**src/core/rtc_irq_pkg.sv**
```systemverilog
// constants, bus carrier and register layout of the rtc interrupt and
// rate logic; assumes an 8-bit register port with a 7-bit byte address.
//
// Overview of operation
// - summary flag is set while any event flag meets its enable.
// - interrupt output is low exactly while the summary flag is set.
// - periodic flag sets on each rising edge of the selected divider tap.
// - alarm flag sets on alarm match; interrupt only with alarm enable.
// - update-done flag sets after each update; raises interrupt if enabled.
// - event flags set regardless of enables, so software may poll them.
// - reading the flag register or reset clears all flags and summary.
// - flag value is held during read; events arriving then are kept.
// - low four flag register bits read zero and ignore writes.
// - enabling with a flag already set asserts the interrupt at once.
// - battery status top bit shows battery good, read only, no reset.
// - lower seven battery status bits read zero and ignore writes.
// - 114 bytes of plain memory, always readable and writable.
// - oscillator field: 010 runs, 11x holds chain reset, else stopped.
// - thirteen of fifteen divider taps feed a sixteen-way selector.
// - rate code 0 off, 3..15 double from 122us, 1 and 2 repeat 8, 9.
// - periods span 122us to 500ms, square wave 8.192kHz down to 2Hz.
// - square pin and periodic interrupt share rate, separate enables.
// - square pin is held low while the square enable is clear.
// - setting the hold bit or reset clears the update interrupt enable.
// - reset clears all interrupt enables and square enable, not the rate.

package rtc_irq_pkg;

   // ==========================================================
   // bus widths and carrier
   localparam int ADDR_W = 7;
   localparam int DATA_W = 8;

   typedef struct packed {
      logic [ADDR_W-1:0] addr;
      logic [DATA_W-1:0] wdata;
      logic wr;
      logic rd;
   } bus_req_t;

   // ==========================================================
   // register offsets
   localparam logic [ADDR_W-1:0] REG_RATE_OFS = 7'h0A;
   localparam logic [ADDR_W-1:0] REG_ENABLE_OFS = 7'h0B;
   localparam logic [ADDR_W-1:0] REG_FLAG_OFS = 7'h0C;
   localparam logic [ADDR_W-1:0] REG_BATT_OFS = 7'h0D;
   localparam logic [ADDR_W-1:0] RAM_BASE = 7'h0E;
   localparam int RAM_BYTES = 114;

   // ==========================================================
   // field positions
   localparam int RATE_LSB = 0;
   localparam int RATE_W = 4;
   localparam int OSC_LSB = 4;
   localparam int OSC_W = 3;
   localparam int SET_BIT = 7;
   localparam int PIE_BIT = 6;
   localparam int AIE_BIT = 5;
   localparam int UIE_BIT = 4;
   localparam int SQUARE_OUT_ENABLE_BIT = 3;
   localparam int MISC_W = 3;
   localparam int SUM_BIT = 7;
   localparam int PF_BIT = 6;
   localparam int AF_BIT = 5;
   localparam int UF_BIT = 4;
   localparam int BATT_BIT = 7;

   // ==========================================================
   // encodings and reset values
   localparam logic [OSC_W-1:0] OSC_RUN = 3'h2;
   localparam logic [1:0] OSC_HOLD_TOP = 2'h3;
   localparam logic [2:0] ENABLE_RST = 3'h0;
   localparam logic [2:0] FLAG_RST = 3'h0;
   localparam logic SQUARE_OUT_ENABLE_RST = 1'h0;
   localparam logic IRQ_N_RST = 1'h1;
   localparam int DIV_STAGES = 15;
   localparam int SYNC_STAGES = 3;

endpackage

```
**src/core/rtc_irq_rate.sv**
```systemverilog
// interrupt flags, battery status, oscillator control, rate selection and
// general memory of the rtc; the 32.768 kHz oscillator and battery level
// arrive as pins, alarm match and update done as one-cycle clk_i pulses.
// assumes a host that never raises both strobes in one cycle, and a
// reset that may rise at any time and falls away from a clock edge.
`timescale 1ns/1ps

module rtc_irq_rate
   import rtc_irq_pkg::*;
#(
   parameter int RAM_DEPTH = RAM_BYTES
) (
   input wire logic clk_i,
   input wire logic sys_rst_i,
   input wire bus_req_t bus_i,
   input wire logic osc_pin_i,
   input wire logic battery_good_pin_i,
   input wire logic alarm_match_i,
   input wire logic update_done_i,
   output logic [DATA_W-1:0] rd_data_o,
   output logic irq_n_o,
   output logic square_out_pin_o,
   output logic osc_running_o
);

   // ==========================================================
   // pin synchronisers
   logic [SYNC_STAGES-1:0] osc_sync;
   logic [SYNC_STAGES-1:0] batt_sync;
   logic osc_level;
   logic battery_good_flag;
   logic next_osc_level;
   logic next_battery_good_flag;
   logic [SYNC_STAGES-1:0] next_osc_sync;
   logic [SYNC_STAGES-1:0] next_batt_sync;

   // a level counts once the second and third stage agree; the first
   // stage may be metastable, so only the second stage reads it
   always_comb begin
      next_osc_sync = {osc_sync[SYNC_STAGES-2:0], osc_pin_i};
      next_batt_sync = {batt_sync[SYNC_STAGES-2:0], battery_good_pin_i};
      next_osc_level = osc_level;
      next_battery_good_flag = battery_good_flag;
      if (osc_sync[1] == osc_sync[2]) begin
         next_osc_level = osc_sync[2];
      end
      if (batt_sync[1] == batt_sync[2]) begin
         next_battery_good_flag = batt_sync[2];
      end
   end

   // battery level is not touched by reset, so no reset here
   always_ff @(posedge clk_i) begin
      batt_sync <= next_batt_sync;
      battery_good_flag <= next_battery_good_flag;
   end

   always_ff @(posedge clk_i or posedge sys_rst_i) begin
      if (sys_rst_i) begin
         osc_sync <= '0;
         osc_level <= 1'b0;
      end else begin
         osc_sync <= next_osc_sync;
         osc_level <= next_osc_level;
      end
   end

   // ==========================================================
   // bus decode
   logic hit_rate;
   logic hit_enable;
   logic hit_flag;
   logic hit_batt;
   logic hit_ram;
   logic [ADDR_W-1:0] ram_idx;

   // memory window runs from its base to the top of the address space
   always_comb begin
      hit_rate = (bus_i.addr == REG_RATE_OFS);
      hit_enable = (bus_i.addr == REG_ENABLE_OFS);
      hit_flag = (bus_i.addr == REG_FLAG_OFS);
      hit_batt = (bus_i.addr == REG_BATT_OFS);
      hit_ram = (bus_i.addr >= RAM_BASE) &&
                (int'(bus_i.addr) < int'(RAM_BASE) + RAM_DEPTH);
      ram_idx = bus_i.addr - RAM_BASE;
   end

   // ==========================================================
   // control bits that reset leaves alone
   logic [RATE_W-1:0] rate_sel;
   logic [OSC_W-1:0] osc_ctrl;
   logic clock_hold;
   logic [MISC_W-1:0] misc_ctrl;
   logic [RATE_W-1:0] next_rate_sel;
   logic [OSC_W-1:0] next_osc_ctrl;
   logic next_clock_hold;
   logic [MISC_W-1:0] next_misc_ctrl;

   // rate, oscillator and hold bits take plain writes
   always_comb begin
      next_rate_sel = rate_sel;
      next_osc_ctrl = osc_ctrl;
      next_clock_hold = clock_hold;
      next_misc_ctrl = misc_ctrl;
      // rate register: oscillator field above the rate code
      if (bus_i.wr && hit_rate) begin
         next_rate_sel = bus_i.wdata[RATE_LSB +: RATE_W];
         next_osc_ctrl = bus_i.wdata[OSC_LSB +: OSC_W];
      end
      // enable register: hold bit and plain storage bits
      if (bus_i.wr && hit_enable) begin
         next_clock_hold = bus_i.wdata[SET_BIT];
         next_misc_ctrl = bus_i.wdata[MISC_W-1:0];
      end
   end

   // rate select survives reset; so do the oscillator field, the hold
   // bit and the plain bits, which software must write after power-up
   always_ff @(posedge clk_i) begin
      rate_sel <= next_rate_sel;
      osc_ctrl <= next_osc_ctrl;
      clock_hold <= next_clock_hold;
      misc_ctrl <= next_misc_ctrl;
   end

   // ==========================================================
   // interrupt and square enables
   logic periodic_int_enable;
   logic alarm_int_enable;
   logic update_int_enable;
   logic square_out_enable;
   logic next_periodic_int_enable;
   logic next_alarm_int_enable;
   logic next_update_int_enable;
   logic next_square_out_enable;

   always_comb begin
      next_periodic_int_enable = periodic_int_enable;
      next_alarm_int_enable = alarm_int_enable;
      next_update_int_enable = update_int_enable;
      next_square_out_enable = square_out_enable;
      if (bus_i.wr && hit_enable) begin
         next_periodic_int_enable = bus_i.wdata[PIE_BIT];
         next_alarm_int_enable = bus_i.wdata[AIE_BIT];
         next_update_int_enable = bus_i.wdata[UIE_BIT];
         next_square_out_enable = bus_i.wdata[SQUARE_OUT_ENABLE_BIT];
         // raising the hold bit drops the update enable at once
         if (bus_i.wdata[SET_BIT]) begin
            next_update_int_enable = 1'b0;
         end
      end
   end

   // reset clears every enable
   always_ff @(posedge clk_i or posedge sys_rst_i) begin
      if (sys_rst_i) begin
         periodic_int_enable <= ENABLE_RST[2];
         alarm_int_enable <= ENABLE_RST[1];
         update_int_enable <= ENABLE_RST[0];
         square_out_enable <= SQUARE_OUT_ENABLE_RST;
      end else begin
         periodic_int_enable <= next_periodic_int_enable;
         alarm_int_enable <= next_alarm_int_enable;
         update_int_enable <= next_update_int_enable;
         square_out_enable <= next_square_out_enable;
      end
   end

   // ==========================================================
   // oscillator gate and fifteen-stage divider
   logic osc_prev;
   logic [DIV_STAGES-1:0] div_chain;
   logic chain_run;
   logic chain_hold;
   logic osc_on;
   logic osc_tick;
   logic next_osc_prev;
   logic [DIV_STAGES-1:0] next_div_chain;
   logic next_osc_running;

   // 010 runs, 11x holds the chain cleared, anything else stops
   always_comb begin
      chain_run = (osc_ctrl == OSC_RUN);
      chain_hold = (osc_ctrl[2:1] == OSC_HOLD_TOP);
      osc_on = chain_run || chain_hold;
      next_osc_running = osc_on;
      osc_tick = osc_on && osc_level && !osc_prev;
      next_osc_prev = osc_level;
      next_div_chain = div_chain;
      if (chain_hold) begin
         next_div_chain = '0;
      end else if (chain_run && osc_tick) begin
         next_div_chain = div_chain + 1'b1;
      end
   end

   // a stopped chain keeps its count, so a restart resumes mid-period
   always_ff @(posedge clk_i or posedge sys_rst_i) begin
      if (sys_rst_i) begin
         osc_prev <= 1'b0;
         div_chain <= '0;
         osc_running_o <= 1'b0;
      end else begin
         osc_prev <= next_osc_prev;
         div_chain <= next_div_chain;
         osc_running_o <= next_osc_running;
      end
   end

   // ==========================================================
   // rate selector
   // tap n of the chain has period 2^(n+1) oscillator cycles; code 3
   // (122.070 us, 8.192 kHz) picks tap 1, code 15 (500 ms, 2 Hz) tap 13
   logic tap_level;
   logic tap_prev;
   logic periodic_event;
   logic next_tap_prev;
   logic next_square_out_pin;

   // sixteen-way selector over thirteen taps; code 0 gives a steady low,
   // codes 1 and 2 (3.90625 ms, 7.8125 ms) repeat the taps of 8 and 9
   always_comb begin
      case (rate_sel)
         4'h0: tap_level = 1'b0;
         4'h1: tap_level = div_chain[6];
         4'h2: tap_level = div_chain[7];
         4'h3: tap_level = div_chain[1];
         4'h4: tap_level = div_chain[2];
         4'h5: tap_level = div_chain[3];
         4'h6: tap_level = div_chain[4];
         4'h7: tap_level = div_chain[5];
         4'h8: tap_level = div_chain[6];
         4'h9: tap_level = div_chain[7];
         4'hA: tap_level = div_chain[8];
         4'hB: tap_level = div_chain[9];
         4'hC: tap_level = div_chain[10];
         4'hD: tap_level = div_chain[11];
         4'hE: tap_level = div_chain[12];
         4'hF: tap_level = div_chain[13];
         default: tap_level = 1'b0;
      endcase
   end

   // edge detect and square pin on the selected tap
   always_comb begin
      periodic_event = tap_level && !tap_prev;
      next_tap_prev = tap_level;
      // same tap for pin and flag, each with its own enable
      next_square_out_pin = square_out_enable && tap_level;
   end

   always_ff @(posedge clk_i or posedge sys_rst_i) begin
      if (sys_rst_i) begin
         tap_prev <= 1'b0;
         square_out_pin_o <= 1'b0;
      end else begin
         tap_prev <= next_tap_prev;
         square_out_pin_o <= next_square_out_pin;
      end
   end

   // ==========================================================
   // event flags, summary and interrupt pin
   logic periodic_flag;
   logic alarm_flag;
   logic update_done_flag;
   logic int_summary_flag;
   logic next_periodic_flag;
   logic next_alarm_flag;
   logic next_update_done_flag;
   logic next_int_summary_flag;
   logic flag_read;
   logic next_irq_n;

   always_comb begin
      flag_read = bus_i.rd && hit_flag;
      next_periodic_flag = periodic_flag;
      next_alarm_flag = alarm_flag;
      next_update_done_flag = update_done_flag;
      // clear at the end of the read strobe
      if (flag_read) begin
         next_periodic_flag = 1'b0;
         next_alarm_flag = 1'b0;
         next_update_done_flag = 1'b0;
      end
      // events set whatever the enables; set wins over clear
      if (periodic_event) begin
         next_periodic_flag = 1'b1;
      end
      if (alarm_match_i) begin
         next_alarm_flag = 1'b1;
      end
      if (update_done_i) begin
         next_update_done_flag = 1'b1;
      end
      // built from next enables too, so enabling a set flag acts at once
      next_int_summary_flag =
         (next_periodic_flag && next_periodic_int_enable) ||
         (next_alarm_flag && next_alarm_int_enable) ||
         (next_update_done_flag && next_update_int_enable);
      next_irq_n = !next_int_summary_flag;
   end

   // flags and pin share one edge, so the pin never lags the summary
   always_ff @(posedge clk_i or posedge sys_rst_i) begin
      if (sys_rst_i) begin
         periodic_flag <= FLAG_RST[2];
         alarm_flag <= FLAG_RST[1];
         update_done_flag <= FLAG_RST[0];
         int_summary_flag <= 1'b0;
         irq_n_o <= IRQ_N_RST;
      end else begin
         periodic_flag <= next_periodic_flag;
         alarm_flag <= next_alarm_flag;
         update_done_flag <= next_update_done_flag;
         int_summary_flag <= next_int_summary_flag;
         irq_n_o <= next_irq_n;
      end
   end

   // ==========================================================
   // general memory, battery backed so never reset
   logic [DATA_W-1:0] ram [RAM_DEPTH];

   // no reset: contents must outlive a reset of the logic
   always_ff @(posedge clk_i) begin
      if (bus_i.wr && hit_ram) begin
         ram[ram_idx] <= bus_i.wdata;
      end
   end

   // ==========================================================
   // read data, valid only in the cycle after the strobe
   logic [DATA_W-1:0] next_rd_data;

   // idle cycles and unmapped addresses read back as zero
   always_comb begin
      next_rd_data = '0;
      if (bus_i.rd) begin
         if (hit_rate) begin
            next_rd_data[RATE_LSB +: RATE_W] = rate_sel;
            next_rd_data[OSC_LSB +: OSC_W] = osc_ctrl;
         end else if (hit_enable) begin
            next_rd_data[SET_BIT] = clock_hold;
            next_rd_data[PIE_BIT] = periodic_int_enable;
            next_rd_data[AIE_BIT] = alarm_int_enable;
            next_rd_data[UIE_BIT] = update_int_enable;
            next_rd_data[SQUARE_OUT_ENABLE_BIT] = square_out_enable;
            next_rd_data[MISC_W-1:0] = misc_ctrl;
         end else if (hit_flag) begin
            // value before the clear is captured; low bits stay zero
            next_rd_data[SUM_BIT] = int_summary_flag;
            next_rd_data[PF_BIT] = periodic_flag;
            next_rd_data[AF_BIT] = alarm_flag;
            next_rd_data[UF_BIT] = update_done_flag;
         end else if (hit_batt) begin
            next_rd_data[BATT_BIT] = battery_good_flag;
         end else if (hit_ram) begin
            next_rd_data = ram[ram_idx];
         end
      end
   end

   always_ff @(posedge clk_i or posedge sys_rst_i) begin
      if (sys_rst_i) begin
         rd_data_o <= '0;
      end else begin
         rd_data_o <= next_rd_data;
      end
   end

endmodule

```
**config.mk**
```make
export PLATFORM = sky130hd
export DESIGN_NAME = rtc_irq_rate
export DESIGN_NICKNAME = d
export VERILOG_FILES = /design/src/core/rtc_irq_pkg.sv /design/src/core/rtc_irq_rate.sv
export SDC_FILE = /design/constraint.sdc
export NUM_CORES = 1
export LEC_CHECK = 0
export CELL_PAD_IN_SITES_DETAIL_PLACEMENT = 2
export CELL_PAD_IN_SITES_GLOBAL_PLACEMENT = 2
export CORE_ASPECT_RATIO = 0.75
export CORE_MARGIN = 2
export CORE_UTILIZATION = 46
export CTS_BUF_LIST = sky130_fd_sc_hd__clkbuf_8
export DETAILED_ROUTE_END_ITERATION = 8
export DONT_BUFFER_PORTS = 1
export PLACE_DENSITY = 0.76
export SLEW_MARGIN = 15
export SYNTH_ARGS = -nofsm -noshare
export SYNTH_HDL_FRONTEND = slang
export SYNTH_SLANG_ARGS = --single-unit
```
**constraint.sdc**
```tcl
create_clock -name clk_i -period 2.1 [get_ports clk_i]
set_input_delay 0.315 -clock clk_i [delete_from_list [all_inputs] [get_ports clk_i]]
set_output_delay 0.315 -clock clk_i [all_outputs]
set_load 0.05 [all_outputs]
```
Word-level counts from Yosys, hierarchy flattened
Memory sizes are Yosys's and may differ from the RTL's.
Cells that the tools add are included.
W data, S select, Z words.
{ "totals": {"wordCells": 96, "in_bits": 23, "register_bits": 55, "ram_bits": 912, "mem_count": 1} }
{ "classes": {"eq_ne": 23, "n_reduce_logical": 22, "addsub": 2, "magnitude_cmp": 1, "mux": 24} }
{ "mem_list": {"columns": ["name", "words", "word_bits", "rd", "rd_clocked_by_memory_dff", "wr", "line", "rtl"], "rows": [
  ["ram", 114, 8, 1, 0, 1, "rtc_irq_rate.sv:323", "logic [DATA_W-1:0] ram [RAM_DEPTH];"]
]} }
{ "ops": {"columns": ["op", "n"], "rows": [
  ["$eq A4 B4 Y1 const B", 8],
  ["$mux W15", 2],
  ["$eq A7 B4 Y1 const B", 4],
  ["$mux W8", 3],
  ["$eq A4 B3 Y1 const B", 4],
  ["$add A15 B1 Y15 const B", 1],
  ["$mux W1", 14],
  ["$mux W7", 2],
  ["$pmux W1 S14", 1],
  ["$logic_and A1 B1 Y1", 12],
  ["$eq A4 B2 Y1 const B", 2],
  ["$mux W4", 2],
  ["$ge A7 B4 Y1 const B", 1],
  ["$sub A7 B4 Y7 const B", 1],
  ["$eq A4 B1 Y1 const B", 1],
  ["$logic_not A4 Y1", 1],
  ["$reduce_or A2 Y1", 2],
  ["$eq A3 B2 Y1 const B", 1],
  ["$logic_not A1 Y1", 3],
  ["$logic_or A1 B1 Y1", 3],
  ["$eq A1 B1 Y1", 2],
  ["$eq A2 B2 Y1 const B", 1],
  ["$reduce_bool A2 Y1", 1]
]} }

Depth between registers and ports, before layout
{ "depth": {"ltp_word": 9, "ltp_mapped": 16, "ltp_nobuf": 9} }

Worst setup path after synthesis
Ideal clock, no wire load.
{ "synth_path": {"path_kind": "in2reg", "start": "in bus_i[11] (netlist bit)", "end": "reg rd_data_o[7]", "path_buffers": 4, "arrival_time_ns": 2.811, "setup_time_ns": 0.138, "required_ns": 1.962, "path_stages": 12, "setup_slack_ns": -0.850, "cell_sequence": "buf_4 buf_6 inv_1 buf_2 ha_1 buf_4 mux2_2 o22ai_1 a211oi_1 or4_1 a2111oi_2 a31oi_1"} }
{ "synth_between": {"elab_chain_len": 8, "word_cells_on_any_way": 13, "classes_between": "add/sub (1); order compare (1); eq/ne (4); mux (6); memory (1)"} }
{ "synth_rtl": {"columns": ["item", "line", "rtl"], "rows": [
  ["start: declaration", "rtc_irq_rate.sv:15", "input wire bus_req_t bus_i,"],
  ["$sub A7 B4 Y7", "rtc_irq_rate.sv:85", "ram_idx = bus_i.addr - RAM_BASE;"],
  ["$mem_v2 Z114 W8", null, null],
  ["$mux W8", "rtc_irq_rate.sv:358", "end else if (hit_ram) begin"],
  ["$mux W1", "rtc_irq_rate.sv:356", "end else if (hit_batt) begin"],
  ["$mux W4", "rtc_irq_rate.sv:350", "end else if (hit_flag) begin"],
  ["$mux W8", "rtc_irq_rate.sv:343", "end else if (hit_enable) begin"],
  ["$mux W1 *", "rtc_irq_rate.sv:340", "if (hit_rate) begin"],
  ["$mux W8 *", "rtc_irq_rate.sv:339", "if (bus_i.rd) begin"],
  ["net next_rd_data[7]", "rtc_irq_rate.sv:334", "logic [DATA_W-1:0] next_rd_data;"],
  ["end signal: assignment", "rtc_irq_rate.sv:368", "rd_data_o <= next_rd_data;"],
  ["end: declaration", "rtc_irq_rate.sv:20", "output logic [DATA_W-1:0] rd_data_o,"]
]} }
The timed path passes the listed nets; every way through them passes the cells marked *.
A chain may end at the register's enable or synchronous reset.

Worst setup path after layout
Same ends and word-level chain as after synthesis.

==> flow_metrics.py <==
metrics = {
    "power_and_ir_drop": {
        "total_power_uw": 41600,
        "p_per_area_nw_per_um2": 880,
        "vdd_drop_max_mv": 0.647,
        "p_leak_uw": 0.0161,
    },
    "floorplan": {
        "dieArea_um2": 86100,
        "ios": 34,
        "fp.coreArea_um2": 82500,
        "rows": 91,
        "die_w_um": 338,
        "die_h_um": 255,
        "start_util": 0.467,
    },
    "synthesis": {
        "synth_commonest_cells": "924 x edfxtp_1, 258 x mux2i_1, 149 x nor2_1, 86 x nand2_1, 82 x a22oi_1",
        "synth.most_common_cell": "edfxtp_1",
        "yosys_most_used_dff": "edfxtp_1",
        "syn-num-nets": 2235,
        "synthCells": 2206,
        "synth-seq-cells": 966,
        "synthTopCellsByArea": "edfxtp_1 72%, mux2i_1 6.7%, mux4_2 3.3%, dfrtp_1 2.5%, mux2_2 2.3%",
        "ys_seq_area_frac": 0.747,
        "synth_edf_count": 924,
        "synth_area_um2": 38500,
        "ys_warn_count": 0,
        "synth_largest_area_cell": "edfxtp_1",
        "netlist-cell-type-count": 71,
        "yosysTopAreaCellShare": 0.720,
        "synth_area_per_cell_um2": 17.5,
        "async_flop_share": 0.0404,
    },
    "critical_path": {
        "reg2regPathDepth": 6,
        "critPathKind": "in -> reg",
        "cp.arrival_ps": 3460,
        "crit_required_ps": 2800,
        "reg2reg_slack_ps": -420,
        "crit_path_start_kind": "input port",
        "endpoint_kind": "register",
        "cp_max_fo": 321,
    },
    "clocking": {
        "tritoncts": "built",
        "htree_levels": 4,
        "cts_sinks": 966,
        "root_buffer": "clkbuf_8",
        "cts.path.max_buffers": 3,
        "cts_made_buffers": 154,
        "clk_latency_ps": 880,
        "clk_pin_slew_ps": 90,
    },
    "detailed_routing": {
        "via_per_inst": 6.64,
        "drt-pass1-iter-count": 6,
        "vias": 25200,
        "ant_nets": 0,
        "totalWireLength_um": 159000,
        "drtIter0Drc": 3493,
        "route.detailed.drc": 0,
        "wl_per_cell_um": 41.8,
    },
    "run_status": {
        "status": "finished, violations left",
        "violations": "setup timing",
    },
    "final_layout": {
        "fin_nets": 2584,
        "final_cell_area_um2": 47300,
        "drive_gt1_frac": 0.324,
        "fin_util": 0.573,
        "stdcell_count": 3796,
        "fillers": 6836,
        "area_growth_syn_to_layout_pct": 22.8,
    },
    "timing": {
        "layout_min_cycle_time_ps": 2760,
        "clock_skew_ps": 54.1,
        "slew_headroom": 0.189,
        "finalSetupViolCount": 922,
        "period_share": 1.31,
        "worst_slew_pin_slew_ps": 1220,
        "slew_viol_final": 0,
        "setup_slack_ps": -659,
        "hold_viol": 0,
        "max_freq_ghz": 0.362,
        "grt_setup_unrepaired": "true",
    },
    "global_route": {
        "track_usage": 0.347,
        "grt_pass1_vias": 26100,
        "antenna_found_initial": 9,
        "grt_overflow": 0,
        "grt_pass1_wl_um": 209000,
        "grt_max_degree": 322,
    },
    "place": {
        "dp_hpwl_um": 86700,
        "gp_congestion": 0.924,
        "port_buffers": 0,
        "pre_cts_slack_ps": -1090,
        "dp.cells": 3466,
        "place_area_um2": 43300,
    },
    "hold_path": {
        "hold_path_class": "in -> reg",
        "hold_depth": 3,
    },
    "flow_run": {
        "maxCapViolations": 0,
    },
}
cell families (layout without fill, tap and decap cells):
family / Yosys count / in the layout / synth area share
other: 0 / 5 / 0
adders and majority gates: 7 / 7 / 0.00221
muxes: 394 / 394 / 0.123
AOI/OAI and AO/OA: 371 / 371 / 0.0690
and+or+nand+nor: 300 / 300 / 0.0337
buffers and inverters: 152 / 621 / 0.0206
DFF: 966 / 966 / 0.747
xor gates and xnor gates: 16 / 16 / 0.00364
path summary, 6_finish.rpt:
| path | from | endpoint |
|---|---|---|
| worst max-delay path | bus_i[11] | rd_data_o[7] |
| worst min-delay path | bus_i[0] | rd_data_o[5] |
| worst max register to register | ram[88][7] | rd_data_o[7] |
| worst min register to register | osc_sync[0] | osc_sync[1] |
| max in group asynchronous | sys_rst_i | div_chain[11] |
| min in group asynchronous | sys_rst_i | rd_data_o[5] |
timing repair:
action / in CTS / in global routing
buffers inserted: 1 / 20
setup endpoints to repair: 10 / 927
pin swaps: 5 / 35
hold buffers: 29 / 0
endpoints found under the hold margin: 990 / 0
gates resized for setup: 45 / 95
worst max-delay path, cell delays in order:
cell       delay [ps]
clkinv_16         190
buf_4             150
buf_8             200
nand2_1           190
buf_4             250
o221ai_1          650
a221oi_1          200
o31a_1            360
a2111oi_4         300
a31oi_1           170
per-stage QoR:
stage / TNS, ps / hold slack, ps
final: -329450 / 120
after global routing: -83410 / 106
after CTS: -427 / 0.0978
after detailed placement: -558310 / 307
after global placement: -373280 / 291
after floorplan: -50690 / 310
where the power goes:
group          total (µW)  internal [µW]  switching, µW
registers           21400          21200            202
clock network       16300           7570           8680
logic                3960           1480           2480
sequential cells by signal, indices dropped and copies added, names as in the netlist, 3 cells and up:
signal,count
batt_sync,3
div_chain,14
rd_data_o,8
osc_ctrl,3
rate_sel,4
misc_ctrl,3
osc_sync,3
ram,912
metal layers:
layer,GRT usage,part of all wire,wire length [µm],up-vias
met5,0,0.00032,51,-
met4,0.151,0.049,7820,10
met3,0.0918,0.093,14700,478
met2,0.551,0.47,74500,1745
met1,0.453,0.39,61600,13400
li1,-,-,-,9590
cell type report:
class	instances	area, µm²	share of cell area
antenna	5	12.5	0.000264
multi-input combinational	1088	10600	0.223
timing repair buffer	326	3650	0.0773
inverter	19	104	0.00220
clock buffer	164	2260	0.0477
tap	1116	1400	0.0295
sequential	966	28800	0.608
clock inverter	112	542	0.0115
placed cells by master, fill, tap and decap left out, drive strengths merged, types with 7 or more instances in the layout:
cell         instances
nor2b                8
clkinv              47
dfrtp               38
o21ai               54
a22oi               83
mux4                57
buf                305
mux2                79
xor2                11
o22ai               61
a22o                17
nor3                 8
inv                 74
nand3                8
a21oi               48
a221oi              17
mux2i              258
clkbuf             164
o221ai              34
nand2b               8
a32o                13
nand2               87
edfxtp             924
clkinvlp             7
dlygate4sd3         21
nor2               151
Power figures use the tool's default switching activity.
